`config.mk`:
```
export PLATFORM = sky130hd
export DESIGN_NAME = rxfcal_regs
export DESIGN_NICKNAME = d
export VERILOG_FILES = /design/src/common/rxfcal_pkg.sv /design/src/core/rxfcal_slow_cal.sv /design/src/core/rxfcal_regs.sv
export SDC_FILE = /design/constraint.sdc
export NUM_CORES = 1
export LEC_CHECK = 0
export ABC_CLOCK_PERIOD_IN_PS = 2850
export BUFFER_PORTS_ARGS = -buffer_cell sky130_fd_sc_hd__buf_4
export CELL_PAD_IN_SITES_DETAIL_PLACEMENT = 1
export CELL_PAD_IN_SITES_GLOBAL_PLACEMENT = 1
export CORE_UTILIZATION = 46
export DETAILED_ROUTE_END_ITERATION = 10
export GPL_TIMING_DRIVEN = 0
export HOLD_SLACK_MARGIN = 0.02
export PLACE_DENSITY = 0.87
export SLEW_MARGIN = 20
export SYNTH_ARGS = -nofsm -noshare
export SYNTH_HDL_FRONTEND = slang
export SYNTH_SLANG_ARGS = --single-unit
export TNS_END_PERCENT = 20
```
`constraint.sdc`:
```
create_clock -name core_clk -period 2.85 [get_ports core_clk]
set_input_delay 0.855 -clock core_clk [delete_from_list [all_inputs] [get_ports core_clk]]
set_output_delay 0.855 -clock core_clk [all_outputs]
set_load 0.1 [all_outputs]
```
`src/common/rxfcal_pkg.sv`:
```
// Package: register map, field layouts, reset values and shared types
package rxfcal_pkg;
  // Register offsets (byte addresses on the register port)
  localparam logic [7:0] OFS_RSVD_A = 8'h69;
  localparam logic [7:0] OFS_ASSESS_BW = 8'h6A;
  localparam logic [7:0] OFS_BW_SCALE = 8'h6B;
  localparam logic [7:0] OFS_OFFSET_TC = 8'h6C;
  localparam logic [7:0] OFS_ASSESS_GAIN = 8'h6D;
  localparam logic [7:0] OFS_TUNE_VALUE = 8'h6E;
  localparam logic [7:0] OFS_TUNE_TRIG = 8'h6F;
  localparam logic [7:0] OFS_SLOW_TRIM = 8'h70;
  // Field positions
  localparam int POS_DOUBLE_BW = 7;
  localparam int POS_TUNE_FORCE = 7;
  localparam int POS_WAKE_EN = 4;
  localparam int POS_GO = 0;
  localparam int POS_DIV_LO = 4;
  // Reset values
  localparam logic [7:0] RST_RSVD_A = 8'h00;
  localparam logic [6:0] RST_BW_DIVISOR = 7'h01;
  localparam logic [2:0] RST_BW_SCALE = 3'h0;
  localparam logic [2:0] RST_OFFSET_TC = 3'h3;
  localparam logic [4:0] RST_GAIN = 5'h18;
  localparam logic [6:0] RST_TUNE = 7'h00;
  localparam logic [6:0] TUNE_MIDSCALE = 7'h40;
  localparam logic [3:0] RST_DIV = 4'h0;
  // Gain exponent offset and bandwidth denominator factor
  localparam logic [5:0] GAIN_EXP_BIAS = 6'h15;
  localparam logic [7:0] BW_DENOM_FACTOR = 8'hB4;
  // Engine step counts: tune in core_clk cycles, slow cal in divided ticks
  localparam logic [7:0] TUNE_STEPS = 8'h07;
  localparam logic [7:0] SLOW_CAL_CYCLES = 8'h20;

  // Register port request
  typedef struct packed {
    logic [7:0] addr;
    logic [7:0] wdata;
    logic wr;
    logic rd;
  } rxfcal_req_t;

  // Settings steering the receive path
  typedef struct packed {
    logic double_bw;
    logic [6:0] bw_divisor;
    logic [2:0] scale_code;
    logic [2:0] offset_tc_code;
    logic [4:0] gain_code;
    logic signed [5:0] gain_shift;
  } rxfcal_rx_t;

  // Tune engine states, Gray along idle->run->done
  typedef enum logic [1:0] {
    TS_IDLE = 2'b00,
    TS_RUN = 2'b01,
    TS_DONE = 2'b11
  } rxfcal_tstate_t;
endpackage

```
`src/core/rxfcal_slow_cal.sv`:
```
`timescale 1ns/1ps
// Low speed clock calibration sequencer with its divider
module rxfcal_slow_cal (
  // Clock and reset
  input wire logic core_clk,
  input wire logic rst_b,
  input wire logic ce,
  // Control
  input wire logic start,
  input wire logic [3:0] div_code,
  // Status
  output logic busy,
  output logic done_pulse
);
  import rxfcal_pkg::*;

  logic [3:0] pre_r; // Prescaler count
  logic [7:0] cnt_r; // Divided ticks remaining
  logic tick;

  // Codes 0 and 1 both mean no division
  assign tick = (div_code <= 4'h1) ? 1'b1 : (pre_r >= div_code - 4'h1);

  // Prescaler, only runs while busy
  always_ff @(posedge core_clk or negedge rst_b) begin
    if (!rst_b) begin
      pre_r <= 4'h0;
    end else if (ce) begin
      if (!busy || tick) begin
        pre_r <= 4'h0;
      end else begin
        pre_r <= pre_r + 4'h1;
      end
    end
  end

  // Calibration window count and completion pulse
  always_ff @(posedge core_clk or negedge rst_b) begin
    if (!rst_b) begin
      cnt_r <= 8'h00;
      busy <= 1'b0;
      done_pulse <= 1'b0;
    end else if (ce) begin
      done_pulse <= 1'b0;
      if (!busy) begin
        if (start) begin
          busy <= 1'b1;
          cnt_r <= SLOW_CAL_CYCLES;
        end
      end else if (tick) begin
        if (cnt_r == 8'h01) begin
          busy <= 1'b0;
          done_pulse <= 1'b1;
        end
        cnt_r <= cnt_r - 8'h01;
      end
    end
  end
endmodule

```
`src/core/rxfcal_regs.sv`:
```
// The strobed register port was decided locally.
`timescale 1ns/1ps
// Receive filter and calibration register bank
// Notes on behaviour
// - Wide bit doubles assessment bandwidth
// - Bandwidth = clk*(wide+1)/(divisor*180)
// - Scale code scales both filter bandwidths
// - Offset time constant code, automatic mode
// - Assessment gain is 2^-(code-21)
// - Force bit selects forced tune value
// - Auto reads live value; forced applies written
// - Clock stable loads tune midscale when tune engine idle
// - Wake enable runs tune after sleep
// - Tune go self-clears on completion
// - Slow go self-clears on completion
// - Divider codes 0,1 mean no division
// - Reserved register reads zero, read-only
module rxfcal_regs (
  // Clock, reset, enable
  input wire logic core_clk,
  input wire logic rst_b,
  input wire logic ce,
  // Register port
  input wire rxfcal_pkg::rxfcal_req_t req,
  output logic [7:0] rdata,
  // Device events (asynchronous pins)
  input wire logic clk_stable,
  input wire logic sleep_exit,
  // Tune engine result from analogue search
  input wire logic [6:0] tune_search,
  // Outputs to the receive path
  output rxfcal_pkg::rxfcal_rx_t rx_cfg,
  output logic [6:0] tune_apply,
  output logic tune_busy,
  output logic slow_cal_busy,
  output logic slow_cal_done
);
  import rxfcal_pkg::*;

  // Software fields
  logic double_bw_r; // Wideband bit
  logic [6:0] bw_div_r; // Assessment divisor
  logic [2:0] scale_r; // Bandwidth scale code
  logic [2:0] offset_tc_r; // Offset filter code
  logic [4:0] gain_r; // Assessment gain code
  logic force_r; // Forced tune mode
  logic [6:0] tune_wr_r; // Value written by software
  logic [6:0] tune_live_r; // Value in use in auto mode
  logic wake_en_r; // Tune on wake enable
  logic tune_go_r; // Tune start/busy flag
  logic slow_go_r; // Slow cal start/busy flag
  logic [3:0] div_r; // Slow cal divider code
  rxfcal_tstate_t tstate_r; // Tune engine state
  logic [7:0] tstep_r; // Tune step count
  // Pin synchronisers, three stages each
  logic [2:0] stab_sy_r;
  logic [2:0] wake_sy_r;
  logic stab_q_r; // Filtered clock-stable level
  logic wake_q_r; // Filtered sleep-exit level
  logic stab_rise;
  logic wake_rise;
  logic wr_hit_trig;
  logic slow_start;
  logic slow_busy;
  logic slow_done;

  // Gain shift arithmetic: code minus bias
  function automatic logic signed [5:0] gain_exp(input logic [4:0] c);
    gain_exp = $signed({1'b0, c}) - $signed(GAIN_EXP_BIAS);
  endfunction

  // Write decode helper
  function automatic logic hit(input rxfcal_req_t r, input logic [7:0] a);
    hit = r.wr && (r.addr == a);
  endfunction

  // Synchronisers; first stage only feeds the second
  always_ff @(posedge core_clk or negedge rst_b) begin
    if (!rst_b) begin
      stab_sy_r <= 3'h0;
      wake_sy_r <= 3'h0;
    end else if (ce) begin
      stab_sy_r <= {stab_sy_r[1:0], clk_stable};
      wake_sy_r <= {wake_sy_r[1:0], sleep_exit};
    end
  end

  // Accept a level change only when stages two and three agree
  always_ff @(posedge core_clk or negedge rst_b) begin
    if (!rst_b) begin
      stab_q_r <= 1'b0;
      wake_q_r <= 1'b0;
    end else if (ce) begin
      if (stab_sy_r[1] == stab_sy_r[2]) begin
        stab_q_r <= stab_sy_r[2];
      end
      if (wake_sy_r[1] == wake_sy_r[2]) begin
        wake_q_r <= wake_sy_r[2];
      end
    end
  end

  assign stab_rise = (stab_sy_r[1] == stab_sy_r[2]) && stab_sy_r[2]
    && !stab_q_r;
  assign wake_rise = (wake_sy_r[1] == wake_sy_r[2]) && wake_sy_r[2]
    && !wake_q_r;
  assign wr_hit_trig = hit(req, OFS_TUNE_TRIG);

  // Receive path settings, writable fields only; reserved bits dropped
  always_ff @(posedge core_clk or negedge rst_b) begin
    if (!rst_b) begin
      double_bw_r <= 1'b0;
      bw_div_r <= RST_BW_DIVISOR;
      scale_r <= RST_BW_SCALE;
      offset_tc_r <= RST_OFFSET_TC;
      gain_r <= RST_GAIN;
    end else if (ce) begin
      if (hit(req, OFS_ASSESS_BW)) begin
        double_bw_r <= req.wdata[POS_DOUBLE_BW];
        bw_div_r <= req.wdata[6:0];
      end
      if (hit(req, OFS_BW_SCALE)) begin
        scale_r <= req.wdata[2:0];
      end
      if (hit(req, OFS_OFFSET_TC)) begin
        offset_tc_r <= req.wdata[2:0];
      end
      if (hit(req, OFS_ASSESS_GAIN)) begin
        gain_r <= req.wdata[4:0];
      end
    end
  end

  // Tune mode and written value
  always_ff @(posedge core_clk or negedge rst_b) begin
    if (!rst_b) begin
      force_r <= 1'b0;
      tune_wr_r <= RST_TUNE;
      wake_en_r <= 1'b0;
    end else if (ce) begin
      if (hit(req, OFS_TUNE_VALUE)) begin
        force_r <= req.wdata[POS_TUNE_FORCE];
        tune_wr_r <= req.wdata[6:0];
      end
      if (wr_hit_trig) begin
        wake_en_r <= req.wdata[POS_WAKE_EN];
      end
    end
  end

  // Tune go flag: set by software or wake, cleared at done; set wins
  always_ff @(posedge core_clk or negedge rst_b) begin
    if (!rst_b) begin
      tune_go_r <= 1'b0;
    end else if (ce) begin
      if ((wr_hit_trig && req.wdata[POS_GO]) ||
          (wake_rise && wake_en_r)) begin
        tune_go_r <= 1'b1;
      end else if (tstate_r == TS_DONE) begin
        tune_go_r <= 1'b0;
      end
    end
  end

  // Tune engine: searches for a fixed step count, then latches result in auto mode
  always_ff @(posedge core_clk or negedge rst_b) begin
    if (!rst_b) begin
      tstate_r <= TS_IDLE;
      tstep_r <= 8'h00;
      tune_live_r <= RST_TUNE;
    end else if (ce) begin
      unique case (tstate_r)
        TS_IDLE: begin
          if (stab_rise) begin
            tune_live_r <= TUNE_MIDSCALE;
          end
          if (tune_go_r) begin
            tstate_r <= TS_RUN;
            tstep_r <= TUNE_STEPS;
          end
        end
        TS_RUN: begin
          tstep_r <= tstep_r - 8'h01;
          if (tstep_r == 8'h01) begin
            tstate_r <= TS_DONE;
            if (!force_r) begin
              tune_live_r <= tune_search;
            end
          end
        end
        TS_DONE: begin
          tstate_r <= TS_IDLE;
        end
        default: begin
          tstate_r <= TS_IDLE;
        end
      endcase
    end
  end

  // Slow clock calibration flag; engine clears it on completion
  always_ff @(posedge core_clk or negedge rst_b) begin
    if (!rst_b) begin
      slow_go_r <= 1'b0;
      div_r <= RST_DIV;
    end else if (ce) begin
      if (hit(req, OFS_SLOW_TRIM)) begin
        div_r <= req.wdata[7:POS_DIV_LO];
      end
      if (hit(req, OFS_SLOW_TRIM) && req.wdata[POS_GO]) begin
        slow_go_r <= 1'b1;
      end else if (slow_done) begin
        slow_go_r <= 1'b0;
      end
    end
  end

  assign slow_start = slow_go_r && !slow_busy && !slow_done;

  // Slow clock sequencer
  rxfcal_slow_cal u_slow (
    .core_clk(core_clk),
    .rst_b(rst_b),
    .ce(ce),
    .start(slow_start),
    .div_code(div_r),
    .busy(slow_busy),
    .done_pulse(slow_done)
  );

  // Read data, one cycle after the read strobe; unmapped reads zero
  always_ff @(posedge core_clk or negedge rst_b) begin
    if (!rst_b) begin
      rdata <= 8'h00;
    end else if (ce) begin
      rdata <= 8'h00;
      if (req.rd) begin
        unique case (req.addr)
          OFS_RSVD_A: rdata <= RST_RSVD_A;
          OFS_ASSESS_BW: rdata <= {double_bw_r, bw_div_r};
          OFS_BW_SCALE: rdata <= {5'h00, scale_r};
          OFS_OFFSET_TC: rdata <= {5'h00, offset_tc_r};
          OFS_ASSESS_GAIN: rdata <= {3'h0, gain_r};
          OFS_TUNE_VALUE: rdata <= {force_r,
            force_r ? tune_wr_r : tune_live_r};
          OFS_TUNE_TRIG: rdata <= {3'h0, wake_en_r, 3'h0, tune_go_r};
          OFS_SLOW_TRIM: rdata <= {div_r, 3'h0, slow_go_r};
          default: rdata <= 8'h00;
        endcase
      end
    end
  end

  // Registered outputs to the receive path
  always_ff @(posedge core_clk or negedge rst_b) begin
    if (!rst_b) begin
      rx_cfg <= '0;
      tune_apply <= RST_TUNE;
      tune_busy <= 1'b0;
      slow_cal_busy <= 1'b0;
      slow_cal_done <= 1'b0;
    end else if (ce) begin
      rx_cfg.double_bw <= double_bw_r;
      rx_cfg.bw_divisor <= bw_div_r;
      rx_cfg.scale_code <= scale_r;
      rx_cfg.offset_tc_code <= offset_tc_r;
      rx_cfg.gain_code <= gain_r;
      rx_cfg.gain_shift <= gain_exp(gain_r);
      tune_apply <= force_r ? tune_wr_r : tune_live_r;
      tune_busy <= tune_go_r;
      slow_cal_busy <= slow_go_r;
      slow_cal_done <= slow_done;
    end
  end

  // Checks on the tune and slow calibration control, reserved read bits and gain shift
  a_tune_go_clears: assert property (@(posedge core_clk)
    disable iff (!rst_b) ce && tstate_r == TS_DONE && !wr_hit_trig
    && !wake_rise |=> !tune_go_r)
    else $error("tune go not cleared at done");
  a_forced_apply: assert property (@(posedge core_clk)
    disable iff (!rst_b) ce && force_r
    |=> !ce || tune_apply == $past(tune_wr_r))
    else $error("forced value not applied");
  a_mode_select: assert property (@(posedge core_clk)
    disable iff (!rst_b) ce && !force_r
    |=> !ce || tune_apply == $past(tune_live_r))
    else $error("auto value not applied");
  a_wake_tune: assert property (@(posedge core_clk)
    disable iff (!rst_b) ce && wake_rise && wake_en_r
    |=> tune_go_r || !ce)
    else $error("wake did not start tune");
  a_no_wake_tune: assert property (@(posedge core_clk)
    disable iff (!rst_b) ce && !tune_go_r && !wr_hit_trig
    && !(wake_rise && wake_en_r) |=> !tune_go_r || !ce)
    else $error("tune started unasked");
  a_midscale_load: assert property (@(posedge core_clk)
    disable iff (!rst_b) ce && stab_rise && tstate_r == TS_IDLE
    |=> tune_live_r == TUNE_MIDSCALE)
    else $error("midscale not loaded");
  a_rsvd_reads: assert property (@(posedge core_clk)
    disable iff (!rst_b) ce && req.rd && req.addr == OFS_RSVD_A
    |=> !ce || rdata == 8'h00)
    else $error("reserved register not zero");
  a_gain_shift: assert property (@(posedge core_clk)
    disable iff (!rst_b) ce |=> !ce
    || rx_cfg.gain_shift == $signed({1'b0, $past(gain_r)}) - 6'sh15)
    else $error("gain shift wrong");
  a_slow_clear: assert property (@(posedge core_clk)
    disable iff (!rst_b) ce && slow_done && !hit(req, OFS_SLOW_TRIM)
    |=> !slow_go_r)
    else $error("slow go not cleared");
  a_scale_rsvd: assert property (@(posedge core_clk)
    disable iff (!rst_b) ce && req.rd && req.addr == OFS_BW_SCALE
    |=> !ce || rdata[7:3] == 5'h00)
    else $error("reserved bits not zero");
  // Receive path copies follow the fields; a frozen enable holds them
  a_wide_follow: assert property (@(posedge core_clk)
    disable iff (!rst_b) ce |=> !ce
    || rx_cfg.double_bw == $past(double_bw_r))
    else $error("wide bit not passed on");
  a_divisor_follow: assert property (@(posedge core_clk)
    disable iff (!rst_b) ce |=> !ce
    || rx_cfg.bw_divisor == $past(bw_div_r))
    else $error("divisor not passed on");
  a_scale_follow: assert property (@(posedge core_clk)
    disable iff (!rst_b) ce |=> !ce
    || rx_cfg.scale_code == $past(scale_r))
    else $error("scale code not passed on");
  a_offset_follow: assert property (@(posedge core_clk)
    disable iff (!rst_b) ce |=> !ce
    || rx_cfg.offset_tc_code == $past(offset_tc_r))
    else $error("offset code not passed on");
  a_auto_readback: assert property (@(posedge core_clk)
    disable iff (!rst_b) ce && req.rd && req.addr == OFS_TUNE_VALUE
    && !force_r |=> !ce || rdata == {1'b0, $past(tune_live_r)})
    else $error("auto readback not live value");
  a_tc_rsvd: assert property (@(posedge core_clk)
    disable iff (!rst_b) ce && req.rd && req.addr == OFS_OFFSET_TC
    |=> !ce || rdata[7:3] == 5'h00)
    else $error("reserved bits not zero");
  a_ce_freeze: assert property (@(posedge core_clk)
    disable iff (!rst_b) !ce
    |=> $stable(tune_apply) && $stable(rdata))
    else $error("state moved while enable low");
endmodule

```
==> metrics.txt <==
Pre-antenna DRT Iters=8; highest-delay cell along the critical path=clkbuf_1; CTS tree=built; final WL=16.5 mm; RSZ-0062 raised after global routing=false; Final Cycle Share=0.945; syn nets=532; Post-synth ARST share=1.00; P_leak=3.21 nW; GRT overflow=0; drc violations=4; syn_area_per_cell=11.3 um^2; vias in the first global route=4747; Data required, critical path=3.12 ns; non-filler cells, final=734; DP Wirelength=10.5 mm; Max-cap violations=0; routed vias=4301; fraction of layout cells with a size suffix above 1=0.306; most common cell after layout, fill and taps aside=dfrtp_1; total power=5.91 mW; I/O pins=73; Worst EP arrival=2.96 ns; sequential area share after synthesis=0.527; n_diodes=0; cell taking the most area after synthesis=dfrtp_1; Post-synth EDFFs=0; Final Net Count=622; crit-path cells=buf_4 > clkbuf_1 > clkbuf_2 > buf_2 > buf_1 > a21oi_1; worst-margin pin slew=0.949 ns; standard-cell rows=39; first-pass GRT wire length=26.7 mm; clock sink count=116; Final ANT Viol Nets=0; final hold vios=0; crit-path max FO=10; unique cell type count in the Yosys netlist=60; reg2reg start=div_r[0]; status=finished, violations left; worst skew pair latency=0.42 ns; post_cts resized=1; Hold Buf Count CTS=0; Hold Crit Class=reg2reg; Clock Path Buffers=2; DR iter-0 viols=248; worst rel slew slack=0.367; Final Max Slew Viols=0; Critical Path Source=ce; CP Class=in2reg; Crit. End Element=register; top-area cell type share of the netlist area=0.503; via/cell ratio=5.86; antenna violations before repair=0; H-tree Lvls=4; die area=12400 um^2; R2R depth=10; synth-to-layout area growth=25.1%; Mapped Cells=488; commonest non-fill, non-tap cells in the layout=111 x dfrtp_1, 70 x buf_4, 61 x mux2_2, 37 x inv_1, 34 x nor2_1; Worst IR Drop VDD=0.447 mV; CP max stage delay=0.53 ns; Seq cells post-synth=116; Num CTS Buffers=17; startpoint types=input port; Hold Startpoint=wake_sy_r[0]; largest net degree at the start of global routing=117; Setup Buffers After CTS=0; Synth Warn #=0; hold path cells=1; WL/cell=22.5 um; final setup vio count=0; fin crit period=2.69 ns; core area=11600 um^2; die width=112 um; Synth area leaders=dfrtp_1 50%, mux2_2 12%, mux2i_1 4.2%; Placed Cells=702; CTS root buf=clkbuf_16; failing checks=design-rule violations; Worst-path clk slew=0.05 ns; Max Clock Skew=0.00751 ns; Initial Util=0.477; dominant synthesized flop cell=dfrtp_1; routability cong.=0.828; Power per Cell Area=856 nW/um^2; PortBufs=71; DIE HEIGHT=112 um; Achievable Freq=371 MHz; Post-Synthesis Cell Area=5520 um^2; GRT Total Usage=0.287
[state kept, by name, indices dropped and copies added, names as in the netlist, 4 cells and up]
register      cells
bw_div_r          7
div_r             4
gain_r            5
rdata             8
rx_cfg           25
tstep_r           8
tune_apply        7
tune_live_r       7
tune_wr_r         7
u_slow.cnt_r      8
u_slow.pre_r      4
[power breakdown]
group | internal, mW | switching (mW)
Clock | 1.64 | 0.763
Sequential | 1.91 | 0.222
Combinational | 0.453 | 0.924
Total | 4.00 | 1.91
[path summary, 6_finish.rpt]
check / endpoint / slack, ns
max reg2reg: u_slow.cnt_r[2] / 0.30
min reg2reg: wake_sy_r[1] / 0.50
min in group asynchronous: tstep_r[2] / 0.53
min: wake_sy_r[1] / 0.50
max in group asynchronous: tune_apply[6] / 1.62
max: tune_apply[3] / 0.16
[stage by stage]
step	cell area, um^2	setup slack, ns	util	hold WS [ns]	setup TNS (ns)
3_5_place_dp	6240	-0.557	0.539	0.493	-10.41
6_report	6910	0.156	0.597	0.501	0
3_3_place_gp	6230	-0.500	0.539	0.482	-7.58
4_1_cts	6900	0.0166	0.597	0.506	0
5_1_grt	6910	0.121	0.597	0.525	0
2_1_floorplan	5520	0.421	-	0.462	0
[per-layer routing]
metal  vias up  global-route usage  wire, um
met5         -                   0         0
met3        52              0.0670       776
met2       148               0.480      8310
li1       1914                   -         -
met1      2187               0.346      6810
met4         0               0.151       631
[critical path, delay by kind of cell]
kind                   cells  cell delay, ns
AO/OA/AOI/OAI              1            0.17
buffers and inverters      5            1.93
[cell type report]
class / count / area [um^2]
Buffer: 21 / 92.6
Clock buffer: 24 / 492
Clock inverter: 8 / 171
Fill cell: 1205 / 4660
Inverter: 37 / 139
Multi-Input combinational cell: 314 / 2380
Sequential cell: 116 / 2910
Tap cell: 143 / 179
Timing Repair Buffer: 71 / 539
[synthesized netlist by cell type (4+ instances only)]
library cell,count
a211oi_1,7
a21oi_1,19
buf_1,5
clkbuf_1,12
dfrtp_1,111
dfstp_2,5
ha_1,14
inv_1,37
mux2_2,61
mux2i_1,23
nand2_1,30
nand2b_1,5
nand3_1,7
nand3b_1,4
nor2_1,34
nor2b_1,8
nor3_1,4
nor3b_1,5
o21ai_0,22
o22ai_1,12
xnor2_1,6
xor2_1,4
[kinds of logic (layout without fill, tap and decap cells)]
logic type | Yosys count | after routing | share of synthesized area
flops | 116 | 116 | 0.527
simple gates | 123 | 123 | 0.122
mux | 85 | 85 | 0.169
compound gates | 82 | 82 | 0.0934
buf+inv | 58 | 161 | 0.0415
xor+xnor | 10 | 10 | 0.0159
fa+ha+maj | 14 | 14 | 0.0317
No activity file was read; power rests on OpenSTA's default activity.
